## src/hw/pcsf_defines.svh

```systemverilog
// Constants of the phase current and speed feedback block.
// Assumes inclusion by bare name from the package and every module.
`ifndef PCSF_DEFINES_SVH
`define PCSF_DEFINES_SVH
// Timing: clock period and sample period in ns, and the derived cycle count.
`define PCSF_CLK_NS      40
`define PCSF_SAMPLE_NS   100000
`define PCSF_SAMPLE_CYC  (`PCSF_SAMPLE_NS / `PCSF_CLK_NS)
// Converter start word and result word layout.
`define PCSF_START_WORD  16'h1801
`define PCSF_RES_LSB     6
`define PCSF_RES_MSB     15
`define PCSF_MID_SCALE   16'h0200
`define PCSF_MID_WORD    16'h8000
// Full-scale result word, and the currents that both range ends give with the reset constant.
`define PCSF_FULL_WORD   16'hFFC0
`define PCSF_FULL_CUR    16'h26F2
`define PCSF_ZERO_CUR    16'hD8FA
`define PCSF_FRAC_SHIFT  8
// Reset values of the software visible constants.
`define PCSF_KCUR_RST    16'h1383
`define PCSF_KSPD_RST    16'h0DA7
`define PCSF_IA_OFS_RST  16'h0070
`define PCSF_PERIOD_RST  8'h1E
// Register byte addresses.
`define PCSF_REG_CTRL    8'h00
`define PCSF_REG_STAT    8'h04
`define PCSF_REG_IA      8'h08
`define PCSF_REG_IB      8'h0C
`define PCSF_REG_SPEED   8'h10
`define PCSF_REG_PULSES  8'h14
`define PCSF_REG_PERIOD  8'h18
`define PCSF_REG_KCUR    8'h1C
`define PCSF_REG_KSPD    8'h20
`define PCSF_REG_IA_OFS  8'h24
`define PCSF_REG_SAMPLES 8'h28
`define PCSF_REG_RAW_A   8'h2C
// Bit positions inside the control and status registers.
`define PCSF_CTRL_RUN    0
`define PCSF_STAT_ACTIVE 0
`define PCSF_STAT_RUN    1
`endif

```

## src/hw/pcsf_pkg.sv

```systemverilog
// Types and shared arithmetic of the phase current and speed feedback block.
// Assumes the defines header is on the include path.
`include "pcsf_defines.svh"
package pcsf_pkg;
  // Sequencer states, one-hot.
  typedef enum logic [4:0] {
    PCSF_IDLE   = 5'b00001,
    PCSF_START  = 5'b00010,
    PCSF_SETTLE = 5'b00100,
    PCSF_POLL   = 5'b01000,
    PCSF_CALC   = 5'b10000
  } pcsf_state_e;

  // Whole state of the sequencer and register file.
  typedef struct packed {
    pcsf_state_e state;
    logic [15:0] tmr;
    logic [15:0] ctrl_word;
    logic [15:0] ia;
    logic [15:0] ib;
    logic [15:0] speed;
    logic [15:0] encincr;
    logic [15:0] speedtmp;
    logic [7:0]  speedstep;
    logic [15:0] raw_a;
    logic [15:0] samples;
    logic        valid;
    logic        run;
    logic [15:0] kcur;
    logic [15:0] kspd;
    logic [15:0] ia_ofs;
    logic [7:0]  period;
    logic [31:0] prdata;
  } pcsf_core_s;

  // Whole state of the quadrature decoder.
  typedef struct packed {
    logic [1:0]  meta;
    logic [1:0]  sync;
    logic [1:0]  prev;
    logic [15:0] count;
  } pcsf_quad_s;

  // Multiplies a signed value by an 8.8 constant, keeps the low word after the shift.
  function automatic logic [15:0] pcsf_scale88(input logic [15:0] v, input logic [15:0] k);
    logic signed [31:0] p;
    p = $signed(v) * $signed(k);
    return p[`PCSF_FRAC_SHIFT+15:`PCSF_FRAC_SHIFT];
  endfunction : pcsf_scale88
endpackage : pcsf_pkg

```

## src/hw/pcsf_quad.sv

```systemverilog
// Quadrature decoder with the pulse count register, counting every single-channel edge; edges on both channels in one cycle are not counted.
// Assumes asynchronous encoder pins and a same-clock read-and-clear strobe.
`include "pcsf_defines.svh"
module pcsf_quad
  import pcsf_pkg::*;
(
  // Clock and reset.
  input  wire logic        clk,
  input  wire logic        arst_n,
  // Encoder channel pins.
  input  wire logic        enc_a,
  input  wire logic        enc_b,
  // Read-and-clear port of the pulse count register.
  input  wire logic        clr,
  output logic      [15:0] pulse_count_register
);
  pcsf_quad_s q;
  pcsf_quad_s n;

  // Two flip-flop synchroniser, then one edge on either channel steps the count.
  always_comb
  begin
    n      = q;
    n.meta = {enc_a, enc_b};
    n.sync = q.meta;
    n.prev = q.sync;
    // A count that arrives with the clear is kept, not lost.
    n.count = clr ? 16'h0000 : q.count;
    if ((q.sync ^ q.prev) == 2'b01 || (q.sync ^ q.prev) == 2'b10)
    begin
      if (q.prev[1] ^ q.sync[0])
        n.count = n.count + 16'h0001;
      else
        n.count = n.count - 16'h0001;
    end
  end

  // State register.
  always_ff @(posedge clk or negedge arst_n)
  begin
    if (!arst_n)
      q <= '0;
    else
      q <= n;
  end

  assign pulse_count_register = q.count;

  a_quad_step:
  assert property (@(posedge clk) disable iff (!arst_n)
    (!clr && ((q.sync ^ q.prev) == 2'b01 || (q.sync ^ q.prev) == 2'b10))
      |=> (pulse_count_register != $past(pulse_count_register)))
    else $error("Single channel edge did not step the pulse count.");
endmodule : pcsf_quad

```

## src/hw/pcsf_cur.sv

```systemverilog
// Current conditioning path: result word to a 4.12 per-unit current.
// Assumes a stable result word and constants while its output is sampled.
`include "pcsf_defines.svh"
module pcsf_cur
  import pcsf_pkg::*;
(
  // Raw converter result and scaling constants.
  input  wire logic [15:0] result_word,
  input  wire logic [15:0] kcur,
  input  wire logic [15:0] offset,
  // Scaled current.
  output logic      [15:0] current
);
  logic [15:0] centred;

  // Keep the ten conversion bits at the low end, then remove mid-scale.
  assign centred = {6'h00, result_word[`PCSF_RES_MSB:`PCSF_RES_LSB]} - `PCSF_MID_SCALE;

  // Scale to 4.12 and remove the residual offset; wraps without saturation.
  assign current = pcsf_scale88(centred, kcur) - offset;
endmodule : pcsf_cur

```

## src/hw/pcsf_top.sv

```systemverilog
// Feedback front end of a motor control loop: current and speed sensing.
// Assumes converters and APB master share clk; encoder pins are asynchronous.
//
// The implementer's own choices: the address map and the APB register port.
`include "pcsf_defines.svh"
module pcsf_top
  import pcsf_pkg::*;
#(
  parameter int unsigned SAMPLE_CYC = `PCSF_SAMPLE_CYC
)
(
  // Clock and reset.
  input  wire logic        clk,
  input  wire logic        arst_n,
  // APB slave.
  input  wire logic        psel,
  input  wire logic        penable,
  input  wire logic        pwrite,
  input  wire logic [7:0]  paddr,
  input  wire logic [31:0] pwdata,
  output logic             pready,
  output logic      [31:0] prdata,
  output logic             pslverr,
  // Converter control and results.
  output logic             converter_control_wr,
  output logic      [15:0] converter_control_word,
  input  wire logic        converter_busy,
  input  wire logic [15:0] conversion_result_word_a,
  input  wire logic [15:0] conversion_result_word_b,
  // Encoder pins.
  input  wire logic        enc_a,
  input  wire logic        enc_b,
  // Feedback outputs.
  output logic      [15:0] phase_a_current,
  output logic      [15:0] phase_b_current,
  output logic      [15:0] speed,
  output logic             sample_valid
);
  // ****************************************************************
  // Declarations
  // ****************************************************************
  localparam logic [15:0] TMR_LOAD = 16'(SAMPLE_CYC - 1);

  localparam pcsf_core_s CORE_RST = '{
    state:     PCSF_IDLE,
    tmr:       TMR_LOAD,
    ctrl_word: 16'h0000,
    ia:        16'h0000,
    ib:        16'h0000,
    speed:     16'h0000,
    encincr:   16'h0000,
    speedtmp:  16'h0000,
    speedstep: `PCSF_PERIOD_RST,
    raw_a:     16'h0000,
    samples:   16'h0000,
    valid:     1'b0,
    run:       1'b0,
    kcur:      `PCSF_KCUR_RST,
    kspd:      `PCSF_KSPD_RST,
    ia_ofs:    `PCSF_IA_OFS_RST,
    period:    `PCSF_PERIOD_RST,
    prdata:    32'h0000_0000
  };

  pcsf_core_s  q;
  pcsf_core_s  n;
  logic        tick;
  logic        cnt_clr;
  logic [15:0] pulse_cnt;
  logic [15:0] cur_a;
  logic [15:0] cur_b;
  logic [15:0] spd_acc;
  logic [31:0] rd;

  // Tells whether a byte address holds a register.
  function automatic logic reg_hit(input logic [7:0] a);
    return (a[1:0] == 2'b00) && (a <= `PCSF_REG_RAW_A);
  endfunction : reg_hit

  // ****************************************************************
  // Sub-blocks
  // ****************************************************************
  // Quadrature decoder and its pulse count register.
  pcsf_quad u_quad (
    .clk                  (clk),
    .arst_n               (arst_n),
    .enc_a                (enc_a),
    .enc_b                (enc_b),
    .clr                  (cnt_clr),
    .pulse_count_register (pulse_cnt)
  );

  // Phase A path, from the phase_a_input channel of the first converter.
  pcsf_cur u_cur_a (
    .result_word (conversion_result_word_a),
    .kcur        (q.kcur),
    .offset      (q.ia_ofs),
    .current     (cur_a)
  );

  // Phase B path, from the phase_b_input channel of the second converter.
  pcsf_cur u_cur_b (
    .result_word (conversion_result_word_b),
    .kcur        (q.kcur),
    .offset      (16'h0000),
    .current     (cur_b)
  );

  // ****************************************************************
  // Sequencer and register file
  // ****************************************************************
  // Next-state logic for the sample timer, conversion sequence and registers.
  always_comb
  begin
    n       = q;
    n.valid = 1'b0;
    cnt_clr = 1'b0;
    spd_acc = q.speedtmp + q.encincr;
    tick    = q.run && (q.tmr == 16'h0000);
    // One tick per sample period while running.
    if (!q.run || tick)
      n.tmr = TMR_LOAD;
    else
      n.tmr = q.tmr - 16'h0001;

    unique case (q.state)
      PCSF_IDLE:
      begin
        if (tick)
        begin
          n.state     = PCSF_START;
          n.ctrl_word = `PCSF_START_WORD;
          n.encincr   = pulse_cnt;
          cnt_clr     = 1'b1;
        end
      end
      PCSF_START:
        n.state = PCSF_SETTLE;
      PCSF_SETTLE:
        n.state = PCSF_POLL;
      PCSF_POLL:
      begin
        if (!converter_busy)
          n.state = PCSF_CALC;
      end
      PCSF_CALC:
      begin
        n.state   = PCSF_IDLE;
        n.valid   = 1'b1;
        n.samples = q.samples + 16'h0001;
        n.raw_a   = conversion_result_word_a;
        n.ia      = cur_a;
        n.ib      = cur_b;
        // The speed counter steps once per sample; speed is skipped until it expires.
        if (q.speedstep > 8'h01)
        begin
          n.speedstep = q.speedstep - 8'h01;
          n.speedtmp  = spd_acc;
        end
        else
        begin
          n.speed     = pcsf_scale88(spd_acc, q.kspd);
          n.speedtmp  = 16'h0000;
          n.speedstep = q.period;
        end
      end
    endcase

    // Register writes take effect in the access phase.
    if (psel && penable && pwrite)
    begin
      unique case (paddr)
        `PCSF_REG_CTRL:   n.run    = pwdata[`PCSF_CTRL_RUN];
        `PCSF_REG_PERIOD: n.period = pwdata[7:0];
        `PCSF_REG_KCUR:   n.kcur   = pwdata[15:0];
        `PCSF_REG_KSPD:   n.kspd   = pwdata[15:0];
        `PCSF_REG_IA_OFS: n.ia_ofs = pwdata[15:0];
        default: ;
      endcase
    end

    // Read data is captured in the setup phase so prdata comes from a flop.
    rd = 32'h0000_0000;
    unique case (paddr)
      `PCSF_REG_CTRL:    rd[`PCSF_CTRL_RUN] = q.run;
      `PCSF_REG_STAT:
      begin
        rd[`PCSF_STAT_ACTIVE] = (q.state != PCSF_IDLE);
        rd[`PCSF_STAT_RUN]    = q.run;
      end
      `PCSF_REG_IA:      rd[15:0] = q.ia;
      `PCSF_REG_IB:      rd[15:0] = q.ib;
      `PCSF_REG_SPEED:   rd[15:0] = q.speed;
      `PCSF_REG_PULSES:  rd[15:0] = q.encincr;
      `PCSF_REG_PERIOD:  rd[7:0]  = q.period;
      `PCSF_REG_KCUR:    rd[15:0] = q.kcur;
      `PCSF_REG_KSPD:    rd[15:0] = q.kspd;
      `PCSF_REG_IA_OFS:  rd[15:0] = q.ia_ofs;
      `PCSF_REG_SAMPLES: rd[15:0] = q.samples;
      `PCSF_REG_RAW_A:   rd[15:0] = q.raw_a;
      default:           rd       = 32'h0000_0000;
    endcase
    if (psel && !penable)
      n.prdata = rd;
  end

  // State register.
  always_ff @(posedge clk or negedge arst_n)
  begin
    if (!arst_n)
      q <= CORE_RST;
    else
      q <= n;
  end

  // ****************************************************************
  // Outputs
  // ****************************************************************
  // The slave never inserts wait states; unmapped addresses answer with an error.
  assign pready                 = 1'b1;
  assign pslverr                = psel && penable && !reg_hit(paddr);
  assign prdata                 = q.prdata;
  assign converter_control_wr   = (q.state == PCSF_START);
  assign converter_control_word = q.ctrl_word;
  assign phase_a_current        = q.ia;
  assign phase_b_current        = q.ib;
  assign speed                  = q.speed;
  assign sample_valid           = q.valid;

  // ****************************************************************
  // Assertions
  // ****************************************************************
  // Cycles since the last start, restarted whenever sampling stops.
  logic [15:0] gap_q;
  always_ff @(posedge clk or negedge arst_n)
  begin
    if (!arst_n)
      gap_q <= 16'h0000;
    else if (!q.run)
      gap_q <= 16'h0000;
    else if (converter_control_wr)
      gap_q <= 16'h0001;
    else if (gap_q != 16'h0000)
      gap_q <= gap_q + 16'h0001;
  end

  a_start_word:
  assert property (@(posedge clk) disable iff (!arst_n)
    converter_control_wr |-> (converter_control_word == `PCSF_START_WORD) ##1 !converter_control_wr)
    else $error("Converter start is not a single write of the start word.");

  a_poll_wait:
  assert property (@(posedge clk) disable iff (!arst_n)
    (q.state == PCSF_POLL && converter_busy) |=> (q.state == PCSF_POLL) && !sample_valid)
    else $error("Sequence left polling while the converter was busy.");

  a_poll_exit:
  assert property (@(posedge clk) disable iff (!arst_n)
    (q.state == PCSF_POLL && !converter_busy) |=> ##1 sample_valid && (q.state == PCSF_IDLE))
    else $error("Results not delivered two cycles after busy cleared.");

  a_sample_gap:
  assert property (@(posedge clk) disable iff (!arst_n)
    (converter_control_wr && gap_q != 16'h0000) |-> (gap_q == 16'(SAMPLE_CYC)))
    else $error("Conversion starts are not one sample period apart.");

  a_ia_mid:
  assert property (@(posedge clk) disable iff (!arst_n)
    (q.state == PCSF_CALC && conversion_result_word_a == `PCSF_MID_WORD)
      |=> ((phase_a_current + $past(q.ia_ofs)) == 16'h0000))
    else $error("Mid-scale phase A does not read minus the residual offset.");

  a_ib_mid:
  assert property (@(posedge clk) disable iff (!arst_n)
    (q.state == PCSF_CALC && conversion_result_word_b == `PCSF_MID_WORD)
      |=> (phase_b_current == 16'h0000))
    else $error("Mid-scale phase B does not read zero.");

  a_enc_read:
  assert property (@(posedge clk) disable iff (!arst_n)
    (q.state == PCSF_IDLE && tick) |-> cnt_clr ##1 (q.encincr == $past(pulse_cnt)))
    else $error("Pulse count not captured and cleared at the sample tick.");

  a_speed_skip:
  assert property (@(posedge clk) disable iff (!arst_n)
    (q.state == PCSF_CALC && q.speedstep > 8'h01)
      |=> (speed == $past(speed)) && (q.speedstep == $past(q.speedstep) - 8'h01))
    else $error("Speed changed before the speed counter expired.");

  a_speed_reload:
  assert property (@(posedge clk) disable iff (!arst_n)
    (q.state == PCSF_CALC && q.speedstep <= 8'h01)
      |=> (q.speedtmp == 16'h0000) && (q.speedstep == $past(q.period)))
    else $error("Speed counter not reloaded or pulses not cleared.");

  // No conversion is started while sampling is switched off.
  a_idle_quiet:
  assert property (@(posedge clk) disable iff (!arst_n)
    (!q.run && q.state == PCSF_IDLE) |=> !converter_control_wr)
    else $error("Conversion started while sampling was off.");

  // The pulse count register restarts from zero after each read; a same-cycle edge may step it.
  a_count_clear:
  assert property (@(posedge clk) disable iff (!arst_n)
    cnt_clr |=> (pulse_cnt == 16'h0000) || (pulse_cnt == 16'h0001)
      || (pulse_cnt == 16'hFFFF))
    else $error("Pulse count register not cleared after the sample read.");

  // Full-scale phase A with the reset constant gives the largest positive current.
  a_full_scale:
  assert property (@(posedge clk) disable iff (!arst_n)
    (q.state == PCSF_CALC && conversion_result_word_a == `PCSF_FULL_WORD
      && q.kcur == `PCSF_KCUR_RST)
      |=> ((phase_a_current + $past(q.ia_ofs)) == `PCSF_FULL_CUR))
    else $error("Full-scale phase A does not scale to the expected current.");

  // Zero input on phase B with the reset constant gives the largest negative current.
  a_zero_scale:
  assert property (@(posedge clk) disable iff (!arst_n)
    (q.state == PCSF_CALC && conversion_result_word_b == 16'h0000
      && q.kcur == `PCSF_KCUR_RST)
      |=> (phase_b_current == `PCSF_ZERO_CUR))
    else $error("Zero-input phase B does not scale to the expected current.");

  // Every stored sample steps the sample counter exactly once.
  a_sample_count:
  assert property (@(posedge clk) disable iff (!arst_n)
    sample_valid |-> (q.samples == $past(q.samples) + 16'h0001))
    else $error("Sample counter did not step with the stored sample.");
endmodule : pcsf_top

```

## config.mk

```make
export PLATFORM = sky130hd
export DESIGN_NAME = pcsf_top
export DESIGN_NICKNAME = d
export VERILOG_FILES = /design/src/hw/pcsf_pkg.sv /design/src/hw/pcsf_quad.sv /design/src/hw/pcsf_cur.sv /design/src/hw/pcsf_top.sv
export VERILOG_INCLUDE_DIRS = /design/src /design/src/hw
export SDC_FILE = /design/constraint.sdc
export NUM_CORES = 2
export LEC_CHECK = 0
export BUFFER_PORTS_ARGS = -buffer_cell sky130_fd_sc_hd__buf_2
export CORE_MARGIN = 2
export CORE_UTILIZATION = 69
export DETAILED_ROUTE_END_ITERATION = 12
export PLACE_DENSITY = 0.89
export SLEW_MARGIN = 20
export SYNTH_ARGS = -nofsm -noshare
export SYNTH_HDL_FRONTEND = slang
export SYNTH_SLANG_ARGS = --single-unit
```

## constraint.sdc

```tcl
create_clock -name clk -period 23.6 [get_ports clk]
set_input_delay 1.18 -clock clk [delete_from_list [all_inputs] [get_ports clk]]
set_output_delay 1.18 -clock clk [all_outputs]
set_load 0.1 [all_outputs]
```

After elaboration in Yosys (flattened, before gate mapping)
Cells that the tools add are included.
{"block": "word_totals", "in_bits": 80, "wordCells": 97, "register_bits": 238, "out_inout_bits": 100}
{"block": "classes", "n_mul": 3, "add_sub_neg": 9, "bitwise_logic": 3, "muxes": 15, "n_lt_le_gt_ge": 2, "eq_ne": 21, "reduce_logical": 22}
{"op": "case mux 8 bit (9 select lines)", "count": 1}
{"op": "two-way mux 16 bit", "count": 4}
{"op": "case mux 6 bit (10 select lines)", "count": 1}
{"op": "multiplier 11 x 16 -> 24 bit", "count": 2}
{"op": "adder 16 x 1 -> 16 bit, second input constant", "count": 2}
{"op": "== test 8 x 5 -> 1 bit, second input constant", "count": 4}
{"op": "== test 8 x 6 -> 1 bit, second input constant", "count": 4}
{"op": "subtractor 16 x 1 -> 16 bit, second input constant", "count": 2}
{"op": "case mux 5 bit (5 select lines)", "count": 1}
{"op": "multiplier 16 x 16 -> 24 bit", "count": 1}
{"op": "two-way mux 24 bit", "count": 1}
{"op": "subtractor 10 x 10 -> 11 bit, second input constant", "count": 2}
{"op": "adder 16 bit", "count": 1}
{"op": "== test 8 x 4 -> 1 bit, second input constant", "count": 2}
{"op": "logical NOT 16 bit", "count": 1}
{"op": "AND reduction 2 bit", "count": 8}
{"op": "subtractor 16 bit", "count": 1}
{"op": "case mux 1 bit (12 select lines)", "count": 1}
{"op": "case mux 1 bit (11 select lines)", "count": 1}
{"op": "two-way mux 5 bit", "count": 2}
{"op": "== test 8 x 3 -> 1 bit, second input constant", "count": 1}
{"op": "greater-than comparator 8 x 1 -> 1 bit, second input constant", "count": 1}
{"op": "<= comparator 8 x 6 -> 1 bit, second input constant", "count": 1}
{"op": "logical NOT 8 bit", "count": 1}
{"op": "other kinds (18)", "count": 29}

Longest topological paths before layout
{"block": "depth", "ltp_word": 8, "depth_mapped": 33, "mapped_depth_nobuf": 32}

Cells and area by module
Synthesis repeated with hierarchy kept, for this count alone.
{"block": "unflattened", "hier_cells": 3625, "area_unflattened_um2": 33060.5}
{"module": "pcsf_top", "seq_area_each_um2": 5445.2, "cells_each": 1921, "area_each_um2": 18323.8, "instances": 1}
{"module": "pcsf_cur (u_cur_b)", "seq_area_each_um2": 0.0, "cells_each": 741, "area_each_um2": 6428.7, "instances": 1}
{"module": "pcsf_cur (u_cur_a)", "seq_area_each_um2": 0.0, "cells_each": 747, "area_each_um2": 6382.4, "instances": 1}
{"module": "pcsf_quad", "seq_area_each_um2": 550.5, "cells_each": 216, "area_each_um2": 1925.6, "instances": 1}

Worst setup path after synthesis
Ideal clock, no wire load.
{"block": "synth_path", "path_type": "input to register", "start": "in conversion_result_word_a[8]", "end": "reg q (netlist bit phase_a_current[15])", "setup_time_ps": 136, "path_buffers": 2, "path_stages": 30, "arrival_time_ps": 7616, "setup_slack_ps": 15848, "required_time_ps": 23464, "path_cell_list": "clkbuf_1 -> clkbuf_1 -> nand2_1 -> fa_1 -> fa_1 -> fa_1 -> inv_1 -> fa_1 -> inv_1 -> fa_1 -> inv_1 -> ha_1 -> a21oi_1 -> nor2b_1 -> a211oi_1 -> a21oi_1 -> a41o_1 -> a21oi_1 -> nor2b_1 -> nor3_1 -> nor3_1 -> ha_1 -> or3_1 -> a211o_1 -> a31oi_1 -> o21bai_1 -> a21o_1 -> a21oi_1 -> xnor2_1 -> o21ai_0"}
{"block": "synth_via", "elab_chain_cells": 3}
{"element": "from (decl)", "line_no": "pcsf_top.sv:28", "rtl": "input wire logic [15:0] conversion_result_word_a,"}
{"element": "subtractor 10 x 10 -> 11 bit (no line)"}
{"element": "multiplier 11 x 16 -> 24 bit", "line_no": "pcsf_pkg.sv:47", "rtl": "p = $signed(v) * $signed(k);"}
{"element": "subtractor 16 bit", "line_no": "pcsf_cur.sv:20", "rtl": "assign current = pcsf_scale88(centred, kcur) - offset;"}
{"element": "to (signal assigned)", "line_no": "pcsf_top.sv:213", "rtl": "q <= n;"}
{"element": "to (decl)", "line_no": "pcsf_top.sv:65", "rtl": "pcsf_core_s q;"}
Every way passes these cells.
A chain may end at the register's enable or synchronous reset.

Worst setup path in the final report
{"block": "layout_path", "start": "reg q[147] (netlist bit)", "end": "reg q (netlist bit speed[15])"}
{"block": "layout_via", "elab_chain_cells": 2}
{"element": "adder 16 bit", "line_no": "pcsf_top.sv:118", "rtl": "spd_acc = q.speedtmp + q.encincr;"}
{"element": "multiplier 16 x 16 -> 24 bit", "line_no": "pcsf_pkg.sv:47"}
Every way passes these cells.

==> reports/results.tsv <==
metric	value	unit
run_status	completed	
maxClockFrequency	0.113	GHz
timing.critical_path.from_type	register	
synthDominantCellAreaShare	30.2	%
cts-htree-levels	1	
final_hold_viol_count	0	
mostFrequentLayoutCells	sky130_fd_sc_hd__inv_1, sky130_fd_sc_hd__fa_1, sky130_fd_sc_hd__nand2_1, sky130_fd_sc_hd__and2_1, sky130_fd_sc_hd__ha_1	
synthesis.area	0.0315	mm²
layout.nets	4157	
buffer_ports.inserted	127	
routed_length_on_met1	30200	µm
synth.largest_area_cell	sky130_fd_sc_hd__fa_1	
cap_viol_max_count	0	
grt.total_usage	35.3	%
p_per_area	48.2	mW/mm²
wl_per_cell	20.2	µm
seq_area_frac_synth	19.0	%
die_width	218	µm
tritoncts	built	
gp_congestion	0.952	
critical-path-slowest-cell	sky130_fd_sc_hd__o21ai_0	
met3RoutedLength	9090	µm
worstPathRequired	23.99	ns
ys_types	72	
cts_hold_bufs	0	
layout.filler_cells	3022	
syn-mean-instance-area	9.27	µm²
grt_start_max_net_pins	111	
critical_path.max_stage_delay	0.72	ns
timing.critical_path.to	speed[15]	
setup.reg_to_reg.worst_slack	14.74	ns
rr_endpoint	speed[15]	
dr.max_layer_used	met5	
cts_sinks	238	
cp_max_fo	10	
ant_nets	0	
sequential_cell_area	0.00600	mm²
tritoncts.num_buffers	23	
timing_worst_setup_path_type	reg -> reg	
synth_area_leaders	sky130_fd_sc_hd__fa_1, sky130_fd_sc_hd__dfrtp_1, sky130_fd_sc_hd__ha_1	
postSynthRegisterBits	238	
min_from	u_quad.n[19]	
worst_r2r_startpoint	q[147]	
max_slew_margin	20.6	%
end_kind	register	
drt-initial-drc-count	2245	
utilization	72.8	%
vdd_ir_drop_max	102	µV
area_overhead_vs_synth	4.37	%
drt_wl_total	80800	µm
warnings_from_yosys	0	
final.setup.tns	0	ns
ctsRootBufferMaster	sky130_fd_sc_hd__clkbuf_16	
mostFrequentLayoutCell	sky130_fd_sc_hd__inv_1	
post_route_cells_drive_above_1_share	10.2	%
drc_errors	0	
core	0.0452	mm²
initial_core_util	69.7	%
async_reset_ff_share	100	%
grt_pass1_vias	25244	
grt_pass1_wl	131000	µm
rsz0062_at_grt	false	
crit_top_cell	sky130_fd_sc_hd__fa_1	
worst_hold_check_path_type	reg -> reg	
number_of_antenna_violations_at_the_first_check_in_global_routing	12	
dp_hpwl	62200	µm
critPathArrivalTime	9.25	ns
setup-violations-final	0	
setup.worst_path.start	q[147]	
detail_route.vias_per_cell	5.98	
post-cts-setup-buffers	0	
io_pins	180	
clkLatencyLatePin	0.56	ns
cts_resized	0	
wl_met2	36900	µm
clk_pin_slew_worst_paths	0.07	ns
timing_max_transition_violations_final	0	
routed-via-count	23950	
period_share	37.5	%
global_route.overflow_total	0	
synth-main-ff-cell	sky130_fd_sc_hd__dfrtp_1	
finClkSkew	0.0323	ns
detail_route.first_pass.iterations	8	
worst_reg_to_reg_cells	28	
clockBufferDepth	3	
synth_enable_flop_cells	0	
p_leak	16.4	nW
die_y	218	µm
rows	78	
worst-slew-pin-transition	1.19	ns
timing.final.crit_period	8.86	ns
synth_cells	3398	
multiInputGateArea	0.0220	mm²
die-area	0.0474	mm²
==> final cells by class <==
cell class,instances,share of cell area [%]
Multi-Input combinational cell,2316,67.0
Sequential cell,238,18.2
Inverter,640,7.31
Timing Repair Buffer,163,2.79
Tap cell,600,2.28
Clock buffer,31,1.93
Clock inverter,11,0.430
Antenna cell,6,0.0457
==> worst max-delay path, delay by kind of cell (launching register included) <==
family,cells,cell delay [ns]
XOR/XNOR,2,0.59
flip-flops,1,0.43
adder cells (fa/ha/maj),8,3.68
buffers and inverters,6,0.53
AND/OR/NAND/NOR,3,0.49
AO/OA/AOI/OAI,9,2.94
==> worst min-delay path by stage <==
stage | end | slack [ns] | depth (start not counted)
floorplan | u_quad.n[16] | 0.33 | 0
global placement | u_quad.n[17] | 0.34 | 0
detailed placement | u_quad.n[17] | 0.34 | 0
CTS | u_quad.n[17] | 0.35 | 0
global route | u_quad.n[17] | 0.37 | 0
finish | u_quad.n[17] | 0.35 | 0
==> state kept, by name, summed over array words and instances (netlist names), 2 cells and up <==
name and cells:
q 150, phase_a_current 16, phase_b_current 16, prdata 16, speed 16, u_quad.pulse_count_register 16
u_quad.n 4, u_quad.q 2
==> per-stage QoR <==
| stage | cell area (µm²) | instances | hold WS, ns | power [mW] | setup WS (ns) |
|---|---|---|---|---|---|
| final | 32900 | 4005 | 0.353 | 1.58 | 14.74 |
| after floorplan | 31600 | 3426 | 0.331 | 1.07 | 15.85 |
| after CTS | 32900 | 3999 | 0.355 | 1.57 | 14.93 |
| after detailed placement | 32100 | 3957 | 0.340 | 1.18 | 14.99 |
| after global placement | 32100 | 3957 | 0.338 | 1.16 | 15.10 |
| after global routing | 32900 | 4003 | 0.367 | 1.65 | 14.33 |
==> Yosys cell counts, drive strengths merged, types with 5 or more instances <==
library cell / count
or4: 5
nand3b: 5
nor2b: 28
xor2: 42
a22oi: 18
buf: 105
nor3: 35
a221oi: 18
nor4: 9
and3: 20
a31oi: 23
nand3: 28
nor2: 113
o31ai: 8
a222oi: 13
a21o: 26
a21oi: 68
mux2: 78
fa: 475
dfrtp: 206
o21bai: 12
a211oi: 8
nand2b: 23
o21a: 14
o21ai: 87
or3: 8
dfstp: 32
clkbuf: 127
inv: 638
a22o: 13
mux2i: 17
and2: 263
ha: 220
or2: 24
xnor2: 115
nand2: 423
==> cell families after synthesis <==
kind of cell / synth area share [%]
other: 0.0238
xor gates and xnor gates: 4.51
adders and majority gates: 38.9
and+or+nand+nor: 15.4
muxes: 3.33
DFF: 19.0
AOI/OAI and AO/OA: 7.18
buffers and inverters: 11.6
==> layer usage <==
metal  vias up  GRT usage (%)
met5         -              0
met4        10           16.1
met3       326           9.02
met2      1315           55.3
met1     11954           46.7
li1      10345              -
==> power breakdown <==
group | leakage [nW] | total, mW | internal [mW] | switching (mW)
sequential | 3.00 | 0.558 | 0.475 | 0.0832
clock | 0.372 | 0.391 | 0.215 | 0.175
combinational | 13.0 | 0.636 | 0.173 | 0.462
total | 16.4 | 1.58 | 0.864 | 0.721
(Power assumes the default switching activity.)
